--- src/common/rpbm_defines.svh ---
// register indices, reset values and field positions of the port monitor
`ifndef RPBM_DEFINES_SVH
`define RPBM_DEFINES_SVH

// register indices; byte address is four times the index
`define RPBM_IDX_BCG_SRC_LO   10'h06e
`define RPBM_IDX_BCG_SRC_HI   10'h06f
`define RPBM_IDX_RAW10_TAG    10'h070
`define RPBM_IDX_RAW12_TAG    10'h071
`define RPBM_IDX_LINES_HIGH   10'h073
`define RPBM_IDX_LINES_LOW    10'h074
`define RPBM_IDX_WIDTH_HIGH   10'h075
`define RPBM_IDX_WIDTH_LOW    10'h076
`define RPBM_IDX_IRQ_STATUS   10'h080
`define RPBM_IDX_IRQ_MASK     10'h081

// reset values
`define RPBM_RST_BCG_SRC      8'h88
`define RPBM_RST_SEL          4'h8
`define RPBM_RST_RAW10_DATA_TYPE     6'h2b
`define RPBM_RST_RAW12_DATA_TYPE     6'h2c

// selector encodings
`define RPBM_SEL_CONST0       4'h8
`define RPBM_SEL_CONST1       4'h9
`define RPBM_SEL_FSYNC        4'ha

// field positions
`define RPBM_VC_MSB           7
`define RPBM_VC_LSB           6
`define RPBM_DT_MSB           5
`define RPBM_DT_LSB           0

// interrupt bit positions, shared by status and mask
`define RPBM_IRQ_LINES        0
`define RPBM_IRQ_WIDTH        1
`define RPBM_IRQ_BITS         2

// monitor counter width and apb address width
`define RPBM_CNT_W            16
`define RPBM_ADDR_W           12

`endif

--- src/common/rpbm_pkg.sv ---
// types shared by the receive port monitor block
`default_nettype none
`include "rpbm_defines.svh"

package rpbm_pkg;

  // video timing qualifiers from the receive datapath
  typedef struct packed {
    logic frame_valid;  // high for the whole frame
    logic line_valid;   // high during each active line
  } rpbm_video_t;

  // csi identifier stamped on raw video packets
  typedef struct packed {
    logic [1:0] vc;     // virtual channel
    logic [5:0] dt;     // data type
  } rpbm_csi_tag_t;

  // apb slave phase, gray coded along idle, access, done
  typedef enum logic [1:0] {
    RPBM_IDLE = 2'b00,
    RPBM_ACC  = 2'b01,
    RPBM_DONE = 2'b11
  } rpbm_apb_st_t;

endpackage : rpbm_pkg
`default_nettype wire

--- src/hdl/rpbm_regs.sv ---
// receive port back channel source, csi tags and video monitor registers
`default_nettype none
`include "rpbm_defines.svh"

module rpbm_regs #(
  parameter int PORT_NUM = 0  // receive port number, 0 to 3
) (
  input  wire logic                          pclk,
  input  wire logic                          presetn,
  input  wire logic [`RPBM_ADDR_W-1:0]       paddr,
  input  wire logic                          psel,
  input  wire logic                          penable,
  input  wire logic                          pwrite,
  input  wire logic [31:0]                   pwdata,
  input  wire logic [3:0]                    pstrb,
  output logic [31:0]                        prdata,
  output logic                               pready,
  output logic                               pslverr,
  input  wire rpbm_pkg::rpbm_video_t         video,
  input  wire logic                          frame_sync_pulse,
  input  wire logic [7:0]                    gpio_pin_in,
  output logic [3:0]                         backchan_gpio,
  output rpbm_pkg::rpbm_csi_tag_t            raw10_tag,
  output rpbm_pkg::rpbm_csi_tag_t            raw12_tag,
  output logic                               irq
);
  import rpbm_pkg::*;

  // the virtual channel field is only two bits wide
  if (PORT_NUM < 0 || PORT_NUM > 3) begin : g_bad_port
    $error("PORT_NUM must be 0 to 3");
  end

  localparam logic [1:0] PORT_VC = 2'(PORT_NUM);  // vc reset value

  // apb slave: one wait state so prdata and pready leave flip-flops
  rpbm_apb_st_t       apb_st_r;      // slave phase
  logic [31:0]        prdata_r;      // read data staged in first access
  logic               pslverr_r;     // unmapped address answer
  logic [9:0]         idx;           // word index of the access
  logic               hit;           // index names a register
  logic [7:0]         rd_val;        // byte read from the decoded reg
  logic               done;          // completing edge of a transfer
  logic               wr_done;       // write takes effect now
  logic               rd_done;       // read side effects happen now
  logic               rd_stage;      // read byte is taken this edge

  assign idx     = paddr[`RPBM_ADDR_W-1:2];
  assign done    = psel && penable && (apb_st_r == RPBM_DONE);
  // only byte lane 0 carries register data; others are ignored
  assign wr_done = done && pwrite && hit && pstrb[0];
  assign rd_done = done && !pwrite && hit;
  assign rd_stage = psel && penable && !pwrite && (apb_st_r == RPBM_ACC);

  // phase sequencing: idle, access (stage data), done (pready high)
  always_ff @(posedge pclk or negedge presetn) begin
    if (!presetn) begin
      apb_st_r <= RPBM_IDLE;
    end else begin
      case (apb_st_r)
        RPBM_IDLE: begin
          // setup seen; next edge is the first access cycle
          if (psel && !penable) begin
            apb_st_r <= RPBM_ACC;
          end
        end
        RPBM_ACC: begin
          if (psel && penable) begin
            apb_st_r <= RPBM_DONE;
          end
        end
        RPBM_DONE: begin
          apb_st_r <= RPBM_IDLE;
        end
        default: begin
          apb_st_r <= RPBM_IDLE;
        end
      endcase
    end
  end

  // read data and error staged while the master waits
  always_ff @(posedge pclk or negedge presetn) begin
    if (!presetn) begin
      prdata_r  <= 32'h0000_0000;
      pslverr_r <= 1'b0;
    end else if (apb_st_r == RPBM_ACC && psel && penable) begin
      prdata_r  <= pwrite ? 32'h0000_0000 : {24'h00_0000, rd_val};
      pslverr_r <= !hit;
    end else if (apb_st_r == RPBM_DONE) begin
      // drop data after the transfer so stale bytes do not linger
      prdata_r  <= 32'h0000_0000;
      pslverr_r <= 1'b0;
    end
  end

  assign prdata  = prdata_r;
  assign pready  = apb_st_r[1];  // only the done code has bit 1 set
  assign pslverr = pslverr_r;

  // configuration registers
  logic [15:0]              bcg_src_r;   // four 4-bit source selectors
  logic [7:0]               raw10_r;     // vc and dt for raw10
  logic [7:0]               raw12_r;     // vc and dt for raw12
  logic [`RPBM_IRQ_BITS-1:0] irq_mask_r;  // also the freeze enables
  logic [`RPBM_IRQ_BITS-1:0] irq_stat_r;  // sticky change events

  // selector bytes, two selectors in each
  always_ff @(posedge pclk or negedge presetn) begin
    if (!presetn) begin
      bcg_src_r <= {`RPBM_RST_BCG_SRC, `RPBM_RST_BCG_SRC};
    end else if (wr_done && idx == `RPBM_IDX_BCG_SRC_LO) begin
      bcg_src_r[7:0] <= pwdata[7:0];
    end else if (wr_done && idx == `RPBM_IDX_BCG_SRC_HI) begin
      bcg_src_r[15:8] <= pwdata[7:0];
    end
  end

  // raw10 identifier; vc comes up as this port's number
  always_ff @(posedge pclk or negedge presetn) begin
    if (!presetn) begin
      raw10_r <= {PORT_VC, `RPBM_RST_RAW10_DATA_TYPE};
    end else if (wr_done && idx == `RPBM_IDX_RAW10_TAG) begin
      raw10_r <= pwdata[7:0];
    end
  end

  // raw12 identifier, same layout as raw10
  always_ff @(posedge pclk or negedge presetn) begin
    if (!presetn) begin
      raw12_r <= {PORT_VC, `RPBM_RST_RAW12_DATA_TYPE};
    end else if (wr_done && idx == `RPBM_IDX_RAW12_TAG) begin
      raw12_r <= pwdata[7:0];
    end
  end

  // mask: bit 0 lines changed enable, bit 1 width changed enable
  always_ff @(posedge pclk or negedge presetn) begin
    if (!presetn) begin
      irq_mask_r <= '0;
    end else if (wr_done && idx == `RPBM_IDX_IRQ_MASK) begin
      irq_mask_r <= pwdata[`RPBM_IRQ_BITS-1:0];
    end
  end

  // tags go out as registered fields
  assign raw10_tag.vc = raw10_r[`RPBM_VC_MSB:`RPBM_VC_LSB];
  assign raw10_tag.dt = raw10_r[`RPBM_DT_MSB:`RPBM_DT_LSB];
  assign raw12_tag.vc = raw12_r[`RPBM_VC_MSB:`RPBM_VC_LSB];
  assign raw12_tag.dt = raw12_r[`RPBM_DT_MSB:`RPBM_DT_LSB];

  // back channel sources
  logic [7:0] gpio_meta_r;  // first synchroniser stage, pins only
  logic [7:0] gpio_sync_r;  // second stage, safe to use
  logic [3:0] bc_r;         // registered back channel bits

  // pins are asynchronous to pclk
  always_ff @(posedge pclk or negedge presetn) begin
    if (!presetn) begin
      gpio_meta_r <= 8'h00;
      gpio_sync_r <= 8'h00;
    end else begin
      gpio_meta_r <= gpio_pin_in;
      gpio_sync_r <= gpio_meta_r;
    end
  end

  // one source mux per back channel bit
  genvar gi;
  generate
    for (gi = 0; gi < 4; gi++) begin : g_bc
      logic [3:0] sel;  // this bit's selector
      assign sel = bcg_src_r[gi*4 +: 4];
      always_ff @(posedge pclk or negedge presetn) begin
        if (!presetn) begin
          bc_r[gi] <= 1'b0;  // reset selector means constant zero
        end else if (!sel[3]) begin
          bc_r[gi] <= gpio_sync_r[sel[2:0]];
        end else if (sel == `RPBM_SEL_CONST0) begin
          bc_r[gi] <= 1'b0;
        end else if (sel == `RPBM_SEL_CONST1) begin
          bc_r[gi] <= 1'b1;
        end else if (sel == `RPBM_SEL_FSYNC) begin
          bc_r[gi] <= frame_sync_pulse;
        end else begin
          // reserved codes: send a quiet zero rather than garbage
          bc_r[gi] <= 1'b0;
        end
      end
    end
  endgenerate

  assign backchan_gpio = bc_r;

  // video monitors
  logic                  fv_d_r;       // frame valid, last cycle
  logic                  lv_d_r;       // line valid, last cycle
  logic [`RPBM_CNT_W-1:0] line_cnt_r;   // lines seen in this frame
  logic [`RPBM_CNT_W-1:0] len_cnt_r;    // cycles in the current line
  logic [`RPBM_CNT_W-1:0] last_len_r;   // length of last finished line
  logic                  frame_end;    // frame valid falling
  logic                  line_end;     // line valid falling
  logic [`RPBM_CNT_W-1:0] lines_r;      // reported line count
  logic [`RPBM_CNT_W-1:0] width_r;      // reported line length
  logic [7:0]            lines_lo_r;   // low byte caught on high read
  logic [7:0]            width_lo_r;   // low byte caught on high read
  logic                  lines_hold_r; // frozen until software reads
  logic                  width_hold_r; // frozen until software reads
  logic                  lines_upd;    // report takes a new count
  logic                  width_upd;    // report takes a new length
  logic                  rd_lines_hi;  // high byte of count read now
  logic                  rd_width_hi;  // high byte of length read now

  assign frame_end   = fv_d_r && !video.frame_valid;
  assign line_end    = lv_d_r && !video.line_valid;
  assign rd_lines_hi = rd_done && idx == `RPBM_IDX_LINES_HIGH;
  assign rd_width_hi = rd_done && idx == `RPBM_IDX_WIDTH_HIGH;
  // an update is blocked only while a freeze is in force
  assign lines_upd   = frame_end && !lines_hold_r;
  assign width_upd   = frame_end && !width_hold_r;

  // edge history of the qualifiers
  always_ff @(posedge pclk or negedge presetn) begin
    if (!presetn) begin
      fv_d_r <= 1'b0;
      lv_d_r <= 1'b0;
    end else begin
      fv_d_r <= video.frame_valid;
      lv_d_r <= video.line_valid;
    end
  end

  // count lines within the frame; saturates instead of wrapping
  always_ff @(posedge pclk or negedge presetn) begin
    if (!presetn) begin
      line_cnt_r <= '0;
    end else if (!video.frame_valid) begin
      line_cnt_r <= '0;
    end else if (line_end && line_cnt_r != '1) begin
      line_cnt_r <= line_cnt_r + 1'b1;
    end
  end

  // line length in pclk cycles, kept per finished line
  always_ff @(posedge pclk or negedge presetn) begin
    if (!presetn) begin
      len_cnt_r  <= '0;
      last_len_r <= '0;
    end else begin
      if (video.line_valid) begin
        if (len_cnt_r != '1) begin
          len_cnt_r <= len_cnt_r + 1'b1;
        end
      end else begin
        len_cnt_r <= '0;
      end
      // later lines overwrite earlier ones, so the last one stays
      if (line_end) begin
        last_len_r <= len_cnt_r;
      end
    end
  end

  // reported line count at frame end; a line ending together with
  // the frame is included
  always_ff @(posedge pclk or negedge presetn) begin
    if (!presetn) begin
      lines_r <= '0;
    end else if (lines_upd) begin
      lines_r <= (line_end && line_cnt_r != '1) ?
                 line_cnt_r + 1'b1 : line_cnt_r;
    end
  end

  // reported line length at frame end
  always_ff @(posedge pclk or negedge presetn) begin
    if (!presetn) begin
      width_r <= '0;
    end else if (width_upd) begin
      width_r <= line_end ? len_cnt_r : last_len_r;
    end
  end

  // freeze control: set by an update while enabled, cleared by the
  // completing high byte read; the two can meet in one cycle only
  // while the hold is clear, and then the set wins
  always_ff @(posedge pclk or negedge presetn) begin
    if (!presetn) begin
      lines_hold_r <= 1'b0;
    end else if (lines_upd && irq_mask_r[`RPBM_IRQ_LINES]) begin
      lines_hold_r <= 1'b1;
    end else if (rd_lines_hi || !irq_mask_r[`RPBM_IRQ_LINES]) begin
      lines_hold_r <= 1'b0;
    end
  end

  // same freeze scheme for the line length
  always_ff @(posedge pclk or negedge presetn) begin
    if (!presetn) begin
      width_hold_r <= 1'b0;
    end else if (width_upd && irq_mask_r[`RPBM_IRQ_WIDTH]) begin
      width_hold_r <= 1'b1;
    end else if (rd_width_hi || !irq_mask_r[`RPBM_IRQ_WIDTH]) begin
      width_hold_r <= 1'b0;
    end
  end

  // low bytes are caught when the high byte is read, so a torn pair
  // is impossible even if a frame ends between the two reads
  always_ff @(posedge pclk or negedge presetn) begin
    if (!presetn) begin
      lines_lo_r <= 8'h00;
    end else if (rd_stage && idx == `RPBM_IDX_LINES_HIGH) begin
      lines_lo_r <= lines_r[7:0];
    end
  end

  always_ff @(posedge pclk or negedge presetn) begin
    if (!presetn) begin
      width_lo_r <= 8'h00;
    end else if (rd_stage && idx == `RPBM_IDX_WIDTH_HIGH) begin
      width_lo_r <= width_r[7:0];
    end
  end

  // change events: set when a new report differs; set wins over
  // the write-one clear in the same cycle
  always_ff @(posedge pclk or negedge presetn) begin
    if (!presetn) begin
      irq_stat_r <= '0;
    end else begin
      for (int b = 0; b < `RPBM_IRQ_BITS; b++) begin
        if (wr_done && idx == `RPBM_IDX_IRQ_STATUS && pwdata[b]) begin
          irq_stat_r[b] <= 1'b0;
        end
      end
      if (lines_upd && lines_r != ((line_end && line_cnt_r != '1) ?
          line_cnt_r + 1'b1 : line_cnt_r)) begin
        irq_stat_r[`RPBM_IRQ_LINES] <= 1'b1;
      end
      if (width_upd && width_r != (line_end ? len_cnt_r : last_len_r))
      begin
        irq_stat_r[`RPBM_IRQ_WIDTH] <= 1'b1;
      end
    end
  end

  // level interrupt, registered so it leaves a flip-flop
  always_ff @(posedge pclk or negedge presetn) begin
    if (!presetn) begin
      irq <= 1'b0;
    end else begin
      irq <= |(irq_stat_r & irq_mask_r);
    end
  end

  // read decode
  // unmapped indices answer zero with pslverr
  always_comb begin
    hit    = 1'b1;
    rd_val = 8'h00;
    case (idx)
      `RPBM_IDX_BCG_SRC_LO: rd_val = bcg_src_r[7:0];
      `RPBM_IDX_BCG_SRC_HI: rd_val = bcg_src_r[15:8];
      `RPBM_IDX_RAW10_TAG:  rd_val = raw10_r;
      `RPBM_IDX_RAW12_TAG:  rd_val = raw12_r;
      `RPBM_IDX_LINES_HIGH: rd_val = lines_r[15:8];
      `RPBM_IDX_LINES_LOW:  rd_val = lines_lo_r;
      `RPBM_IDX_WIDTH_HIGH: rd_val = width_r[15:8];
      `RPBM_IDX_WIDTH_LOW:  rd_val = width_lo_r;
      `RPBM_IDX_IRQ_STATUS: rd_val = {6'h00, irq_stat_r};
      `RPBM_IDX_IRQ_MASK:   rd_val = {6'h00, irq_mask_r};
      default: begin
        hit = 1'b0;
      end
    endcase
  end

endmodule : rpbm_regs
`default_nettype wire

--- config.mk ---
export PLATFORM = sky130hd
export DESIGN_NAME = rpbm_regs
export DESIGN_NICKNAME = d
export VERILOG_FILES = /design/src/common/rpbm_pkg.sv /design/src/hdl/rpbm_regs.sv
export VERILOG_INCLUDE_DIRS = /design/src /design/src/common
export SDC_FILE = /design/constraint.sdc
export NUM_CORES = 1
export LEC_CHECK = 0
export BUFFER_PORTS_ARGS = -buffer_cell sky130_fd_sc_hd__buf_2
export CAP_MARGIN = 15
export CORE_UTILIZATION = 30
export DETAILED_ROUTE_END_ITERATION = 8
export GPL_TIMING_DRIVEN = 0
export PLACE_DENSITY_LB_ADDON = 0.12
export SLEW_MARGIN = 40
export SYNTH_ARGS = -nofsm -noshare
export SYNTH_HDL_FRONTEND = slang
export SYNTH_SLANG_ARGS = --single-unit
--- constraint.sdc ---
create_clock -name pclk -period 3.3 [get_ports pclk]
set_input_delay 0 -clock pclk [delete_from_list [all_inputs] [get_ports pclk]]
set_output_delay 0 -clock pclk [all_outputs]
set_load 0.05 [all_outputs]
==> flow_summary.ini, run 1 <==
[sta]
clock.fmax_mhz = 362
slew_violations = 0
finalSetupViolations = 0
fin_crit_ns = 2.77
hold_violations = 0
relSlewSlack_pct = 51.4
worst_slack_ns = 0.534
worstMarginPinSlew_ns = 0.727
period_share_pct = 83.8
holdWs_ns = 0.0535
tns_ns = 0
rsz0062_at_grt = false
worst_clock_skew_ns = 0.0110

[floorplanning]
ioPinCount = 119
std_cell_rows = 60
die_area_um2 = 27900
start_util_pct = 30.5
core_um2 = 26800
die_h_um = 167
die_w_um = 167

[placed_design]
dpl.hpwl_um = 15700
place_congestion = 0.810
port_buffers = 64
post_dp_cell_area_um2 = 9090
dp_slack_ns = 0.560

[synthesis]
synth-xor-area-share_pct = 5.74
synth.yosys.seq_area_share_pct = 51.6
synth_cell_types = 68
synth_edf_count = 0
synth-seq-cells = 168
synth_warnings = 0
synth_top_family_by_area = simple AND/OR/NAND/NOR gates
synth.area.mux_share_pct = 13.3
synth_adder_area_share_pct = 0.306
syn_area_per_cell_um2 = 11.0
yosys.area.top_type = dfrtp_1
synth_compound_area_share_pct = 8.89
synthArstFlopShare_pct = 100
syn_inst = 740
yosysTopAreaCellShare_pct = 48.1
ys.flop_type = dfrtp_1
syn_area_um2 = 8170
synth_area_leaders = dfrtp_1, mux2_2, mux2i_1
synth-simple-area-share_pct = 15.4

[critical_path]
cp_slowest_stage_delay_ns = 0.56
crit_top_cell = and3_1
cp_top_family = compound AO/OA/AOI/OAI gates
crit_required_ns = 3.58
slowest_stage = a2111oi_0
crit_path_cell_trace = ha_1 > and3_1 > and3_1 > buf_2 > and2_1 > a2111oi_0 > nand4_1 > a2111oi_2 > a41oi_1
end_kind = flip-flop
arrival_ns = 3.05
critPathMaxFanout = 7
crit_type = reg -> reg
start_kind = flip-flop
cp.buffers_inverters = 1

[global_routing]
grt_pass1_wl_um = 34100
antenna_found_initial = 0
grt_pass1_vias = 5859
overflow = 0
grt_max_degree = 63
globalRouteTotalUtil_pct = 15.9

[final_layout]
stdcell_area_um2 = 9950
mostFrequentLayoutCells = dfrtp_1, nor2_1, buf_2, nand2_1, a21oi_1
drive_gt1_share_pct = 23.5
final_common_cell = dfrtp_1
area_delta_synth_final_pct = 21.8
layout.nets = 937
fill_cells = 2693
utilization_pct = 37.1
num_antenna_cells = 0

[route]
drt_iter0_markers = 376
routed_wl_um = 21100
wire_per_inst_um = 17.3
ant_nets = 0
drt-pass1-iter-count = 4
vias_per_cell = 4.78
drc = 0
vias = 5854

[pwr]
irDropWorstVdd_mv = 0.287
powerDensity_nw_per_um2 = 483
power.static_leakage_nw = 4.61

[run_status]
status = finished, final reports clean

[hold_path]
hp-class = in -> reg

[clocking]
cts_buffers = 17
cts_tree = yes
insertion_delay_ns = 0.43
htreeDepth = 4
clk_pin_slew_ns = 0.07
cts_resized = 0
postCtsSetupRepairBufs = 0
cts.sinks = 168
clockBufferDepth = 2
cts-root-buf = clkbuf_16

[job]
maxCapViolations = 0
cells in the mapped netlist (15+ instances only):
library cell and number:
nor2_1 78, dfrtp_1 157, mux2_2 36, nand2_1 44
o21ai_0 31, xnor2_1 35, mux2_1 15, buf_4 25
a21oi_1 39, inv_1 24, nand3_1 20, mux2i_1 33
nand4_1 16
final timing paths:
check | from | endpoint | slack [ns] | depth (start not counted)
min in group asynchronous | presetn | backchan_gpio[3] | 0.09 | 2
max reg2reg | line_cnt_r[0] | irq_stat_r[0] | 0.53 | 9
max in group asynchronous | presetn | raw12_tag[2] | 2.49 | 3
min | pwrite | lines_hold_r | 0.05 | 5
min reg2reg | gpio_meta_r[2] | gpio_sync_r[2] | 0.34 | 0
max | line_cnt_r[0] | irq_stat_r[0] | 0.53 | 9
layer usage:
metal,part of all wire [%],vias to the layer above,GRT usage [%]
li1,-,2849,-
met1,50,2861,22.7
met2,45,127,24.5
met3,3.3,17,2.61
met4,1.2,0,5.03
met5,0,-,0
layout make-up:
type	instances	area, um2	share of cell area [%]
repair buffers	89	616	6.18
clock buffers	18	429	4.31
inverters	25	93.8	0.943
well taps	341	427	4.29
flip-flops and latches	168	4220	42.4
clock inverters	14	203	2.04
multi-input cells	523	3670	36.9
plain buffers	47	294	2.95
sequential cells by signal, summed over array words and instances (netlist names), 16 cells and up:
signal,flops
last_len_r,16
line_cnt_r,16
bcg_src_r,16
len_cnt_r,16
width_r,16
lines_r,16
logic make-up (layout without fill, tap and decap cells):
logic type                 Yosys count  after routing
and+or+nand+nor                    242            242
DFF                                168            168
AOI/OAI and AO/OA                  112            112
muxes                               92             92
buffers and inverters               72            193
xor gates and xnor gates            51             51
adders and majority gates            2              2
other                                1             24
what timing repair did:
item                                   in CTS  in global routing
hold buffers                               23                  0
setup endpoints to repair                   0                  0
endpoints found under the hold margin     224                  0
worst reg2reg max path, cell delays in order, from the launching register on:
cell	delay [ns]
dfrtp_1	0.43
ha_1	0.25
and3_1	0.16
and3_1	0.17
buf_2	0.16
and2_1	0.18
a2111oi_0	0.56
nand4_1	0.20
a2111oi_2	0.35
a41oi_1	0.15
metrics by stage:
step | std cells | power, mW
3_3_place_gp | 1168 | 2.64
3_5_place_dp | 1170 | 2.66
6_report | 1225 | 4.81
5_1_grt | 1225 | 5.01
2_1_floorplan | 763 | 2.49
4_1_cts | 1225 | 4.87
where the power goes:
group / leakage [nW] / internal (mW) / switching, mW / total (mW)
combinational: 2.10 / 0.166 / 0.284 / 0.450
clock: 0.307 / 1.23 / 0.938 / 2.17
sequential: 2.20 / 2.13 / 0.0608 / 2.19
(Power assumes the default switching activity.)
==> inputs of run 2 (changes only) <==
Settings changed: ABC_AREA set to 1.
Clock period 3.3 ns to 2.3 ns, I/O delays scaled along.
==> run 2 against run 1 <==
  * Final cell count grew 36%
  * Sequential share of layout area is 2.9 points lower
  * Power rose by 43%
  * Critical path depth rose by 7
  * Fmax rose by 29%
  * Clock power rose by 30%
  * Worst setup slack got worse by 0.39 ns
  * Register-to-register slack got worse by 0.39 ns
  * Count of clock-buffer cells in the layout is 2 higher
  * Final area up 7.3%
  * Critical path type unchanged
==> flow_summary.ini, run 2 <==
[sta]
clock.fmax_mhz = 465
holdWs_ns = 0.0352
finalSetupViolations = 0
worst_clock_skew_ns = 0.0125
period_share_pct = 93.5
hold_violations = 0
worstMarginPinSlew_ns = 0.727
slew_violations = 0
fin_crit_ns = 2.15
relSlewSlack_pct = 51.2

[critical_path]
critPathMaxFanout = 5
reg2reg_slack_ns = 0.15
ff2ff_path_depth = 16
crit_type = reg -> reg
crit_top_cell = nand2_1
arrival_ns = 2.48
r2r-end = irq_stat_r[0]
r2r-start = line_cnt_r[1]
start_kind = flip-flop
slowest_stage = dfrtp_1
crit_path_cell_trace = ha_2 > nand2_1 > nor2_2 > nand2_2 > buf_6 > o21ai_4 > buf_6 > nand2_2 > nand3_1 > nand2_1 > nor2_2 > nand2_1 > nor2_1 > nand2_1 > nand2_1 > nand2_1
cp_slowest_stage_delay_ns = 0.37
crit_required_ns = 2.62
end_kind = flip-flop

[final_layout]
layout.nets = 1337
num_antenna_cells = 0
mostFrequentLayoutCells = nand2_1, inv_1, dfrtp_1, o21ai_0
drive_gt1_share_pct = 15.8
utilization_pct = 37.2
final_common_cell = nand2_1
area_delta_synth_final_pct = 21.8

[synthesis]
syn_inst = 1130
synth_area_leaders = dfrtp_1, nand2_1, inv_1
synth.yosys.seq_area_share_pct = 48.1
yosys.area.top_type = dfrtp_1
synthArstFlopShare_pct = 100
ys.flop_type = dfrtp_1
syn_area_per_cell_um2 = 7.76
synth_warnings = 0
synth_cell_types = 41
yosysMostFrequentCell = nand2_1
yosysTopAreaCellShare_pct = 44.8
synth_edf_count = 0
syn_area_um2 = 8770
synth_common_cells = nand2_1, inv_1, dfrtp_1
synth-seq-cells = 168

[floorplanning]
core_um2 = 28700
die_w_um = 173
std_cell_rows = 62
start_util_pct = 30.6
die_area_um2 = 29900
ioPinCount = 119
die_h_um = 173

[pwr]
power.static_leakage_nw = 5.08
p_total_mw = 6.89
irDropWorstVdd_mv = 0.514
powerDensity_nw_per_um2 = 645

[hold_path]
hp-start = pwrite
holdPathStages = 5
hp-class = in -> reg
min_to = width_hold_r

[global_routing]
overflow = 0
grt_pass1_wl_um = 41100
globalRouteTotalUtil_pct = 17.7
grt_pass1_vias = 7458
antenna_found_initial = 0
grt_max_degree = 66

[clocking]
htreeDepth = 4
cts_buffers = 17
cts.sinks = 168
cts-root-buf = clkbuf_16
clockBufferDepth = 2
clk_pin_slew_ns = 0.07
cts_tree = yes
insertion_delay_ns = 0.44

[route]
drt_iter0_markers = 436
drt-pass1-iter-count = 5
vias = 7612
ant_nets = 0
wire_per_inst_um = 15.1
vias_per_cell = 4.56
routed_wl_um = 25300
drc = 0

[placed_design]
place_congestion = 0.864
port_buffers = 65
dpl.hpwl_um = 19400

[run_status]
status = finished, final reports clean

[job]
maxCapViolations = 0
run 2: cell types whose count changed in the layout (fill, tap and decap cells not counted), moves of 10 or more:
cell     change
mux2i_1     -33
o21ai_0     +58
nand2_1    +238
o21ai_1     +37
a21oi_1     -19
nand3_1     +61
o22ai_1     +19
mux2_1      -15
xnor2_1     -35
a22o_1      -10
inv_1      +151
mux2_2      -36
run 2: repair_timing:
item / CTS / global route
hold endpoints to repair: 215 / 0
endpoints found under the setup margin: 1 / 1
buffers inserted: 2 / 7
gates resized for setup: 3 / 23
hold buffers: 23 / 0
pin swaps: 0 / 10
run 2: area by class of cell:
cell class,count,area [um2]
clock buffer,20,457
inverter,182,683
clock inverter,12,118
buffer,47,328
fill,3009,18000
multi-input combinational,756,3700
tap,384,480
sequential,168,4220
timing repair buffer,99,699
run 2: worst max-delay path by stage:
stage | start | end | slack (ns) | depth (start not counted)
4_1_cts | line_cnt_r[1] | irq_stat_r[0] | 0.007 | 17
2_1_floorplan | apb_st_r[1] | raw10_tag[2] | 0.36 | 9
6_report | line_cnt_r[1] | irq_stat_r[0] | 0.15 | 16
5_1_grt | line_cnt_r[1] | irq_stat_r[0] | -0.01 | 17
3_3_place_gp | presetn | lines_r[4] | -1.61 | 1
3_5_place_dp | line_cnt_r[0] | irq_stat_r[0] | -0.17 | 17
run 2: metal layers:
metal	routed length, um	part of all wire (%)	global-route usage, %	vias up
li1	-	-	-	3873
met1	12500	49	24.6	3568
met2	11600	46	28.2	139
met3	795	3.1	2.95	32
met4	428	1.7	5.31	0
met5	0	0	0	-
run 2: kinds of logic (layout without fill, tap and decap cells):
kind of cell | count (synthesis) | after routing | synth area share [%]
flops | 168 | 168 | 48.1
fa+ha+maj | 2 | 2 | 0.285
buf+inv | 229 | 360 | 11.5
compound gates | 187 | 187 | 11.9
other cells | 1 | 24 | 0.0428
simple gates | 526 | 526 | 26.6
xor+xnor | 17 | 17 | 1.70
run 2: stage by stage:
stage | setup TNS [ns] | instances | setup slack, ns | instance area, um2
after floorplan | 0 | 1153 | 0.361 | 8860
after global placement | -256.05 | 1602 | -1.61 | 9660
after detailed placement | -0.171 | 1604 | -0.171 | 9730
after CTS | 0 | 1661 | 0.00688 | 10600
after global routing | -0.0134 | 1668 | -0.0134 | 10700
final | 0 | 1668 | 0.149 | 10700
run 2: worst max-delay path, delay by kind of cell (launching register included):
kind | cells | cell delay [ns]
adders and majority gates | 1 | 0.20
buffers and inverters | 2 | 0.28
and+or+nand+nor | 12 | 1.04
DFF | 1 | 0.37
AOI/OAI and AO/OA | 1 | 0.13
run 2: report_power, final:
group / total [mW] / internal, mW / leakage, nW / switching, mW
sequential: 3.18 / 3.09 / 2.10 / 0.0912
clock: 2.82 / 1.57 / 0.287 / 1.26
combinational: 0.892 / 0.280 / 2.69 / 0.612
total: 6.89 / 4.93 / 5.08 / 1.96
==> inputs of run 3 (changes only) <==
Settings changed: ABC_AREA 1 to 0, CTS_BUF_LIST set to sky130_fd_sc_hd__clkbuf_16.
==> run 3 against run 2 <==
  * The run now ends with negative setup slack left
  * Largest cell class unchanged
  * Critical path depth down 8
  * Critical endpoint unchanged
  * Non-clock buffer count grew 11
  * Sequential power fell by 1%
  * Final area down 3.3%
  * Largest power group unchanged
==> flow_summary.ini, run 3 (synthesis results as in run 1) <==
[floorplanning]
ioPinCount = 119
die_h_um = 167
die_area_um2 = 27900
start_util_pct = 30.5
std_cell_rows = 60
core_um2 = 26800
die_w_um = 167

[clocking]
cts_buffers = 17
cts.sinks = 168
cts-root-buf = clkbuf_16
clk_pin_slew_ns = 0.08
clockBufferDepth = 2
insertion_delay_ns = 0.44
htreeDepth = 4
cts_tree = yes

[final_layout]
final_cells = 1246
num_antenna_cells = 0
drive_gt1_share_pct = 29.2
mostFrequentLayoutCells = dfrtp_1, nor2_1, buf_2, buf_4, nand2_1
area_delta_synth_final_pct = 26.4
stdcell_area_um2 = 10300
layout.nets = 958
final_common_cell = dfrtp_1

[sta]
finalSetupViolations = 1
worst_clock_skew_ns = 0.0188
hold_violations = 0
relSlewSlack_pct = 50.9
period_share_pct = 103
clock.fmax_mhz = 424
fin_crit_ns = 2.36
worstMarginPinSlew_ns = 0.734
holdWs_ns = 0.0501
rsz0062_at_grt = true
slew_violations = 0
tns_ns = -0.0575
worst_slack_ns = -0.0575

[route]
vias = 5854
drc = 0
drt-pass1-iter-count = 6
drt_iter0_markers = 241
wire_per_inst_um = 17.2
routed_wl_um = 21400
ant_nets = 0
vias_per_cell = 4.70

[pwr]
powerDensity_nw_per_um2 = 645
irDropWorstVdd_mv = 0.339
power.static_leakage_nw = 4.74
p_total_mw = 6.67

[global_routing]
globalRouteTotalUtil_pct = 16.2
grt_pass1_vias = 5966
grt_pass1_wl_um = 34800
antenna_found_initial = 0
overflow = 0
grt_max_degree = 64

[placed_design]
port_buffers = 64
dpl.hpwl_um = 15700
dp.cells = 1170
place_congestion = 0.828
post_dp_cell_area_um2 = 9100

[run_status]
violations = negative setup slack
status = finished with violations

[critical_path]
cp.buffers_inverters = 1
crit_path_cell_trace = nand4_4 > or3_1 > buf_6 > nand3_1 > xor2_1 > xnor2_1 > a2111oi_2 > a41oi_1
end_kind = flip-flop
cp_slowest_stage_delay_ns = 0.47
crit_required_ns = 2.59
start_kind = flip-flop
cp_top_family = simple AND/OR/NAND/NOR gates
critPathMaxFanout = 6
slowest_stage = dfrtp_1
arrival_ns = 2.65
crit_type = reg -> reg

[hold_path]
hp-class = in -> reg

[job]
maxCapViolations = 0
[run 3: metal layers]
layer	track usage, %	wire length (um)	vias to the layer above
li1	-	-	2896
met1	22.6	10600	2837
met2	25.9	9890	109
met3	3.09	724	12
met4	3.86	160	0
met5	0	0	-
[run 3: report_power, final]
| part | total (mW) | switching, mW | internal (mW) |
|---|---|---|---|
| registers | 3.14 | 0.0930 | 3.05 |
| clock network | 2.83 | 1.37 | 1.45 |
| logic | 0.700 | 0.426 | 0.274 |
| total | 6.67 | 1.89 | 4.77 |
[run 3: cell type report]
class,count,area [um2]
sequential,168,4220
clock buffer,17,425
tap,341,427
buffer,47,315
clock inverter,15,151
multi-input combinational,523,3920
fill,2652,16500
timing repair buffer,110,773
inverter,25,93.8
[run 3: what timing repair did]
action | CTS | global route
resized for setup | 22 | 31
hold endpoints to repair | 172 | 0
setup buffers | 11 | 10
pin swaps | 11 | 8
hold buffers | 23 | 0
setup endpoints to repair | 2 | 9
[run 3: metrics by stage]
stage | util [%] | worst slack (ns)
finish | 38.6 | -0.0575
detailed placement | 34.0 | -0.434
global route | 38.6 | -0.233
global placement | 33.6 | -1.66
CTS | 37.7 | -0.0741
floorplan | - | 0.00879
[run 3: final timing paths]
| check | startpoint | endpoint | slack [ns] | depth (start not counted) |
|---|---|---|---|---|
| min in group asynchronous | presetn | gpio_meta_r[4] | 0.06 | 2 |
| max in group asynchronous | presetn | raw10_tag[0] | 1.21 | 4 |
| hold / removal | pwrite | lines_hold_r | 0.05 | 5 |
| setup / recovery | line_cnt_r[14] | irq_stat_r[0] | -0.06 | 8 |
| hold reg to reg | gpio_meta_r[1] | gpio_sync_r[1] | 0.34 | 0 |
| setup reg to reg | line_cnt_r[14] | irq_stat_r[0] | -0.06 | 8 |
[run 3: worst reg2reg max path, cell delays in order (launching register included)]
cell,delay (ns)
dfrtp_1,0.47
nand4_4,0.19
or3_1,0.40
buf_6,0.15
nand3_1,0.09
xor2_1,0.29
xnor2_1,0.15
a2111oi_2,0.31
a41oi_1,0.16
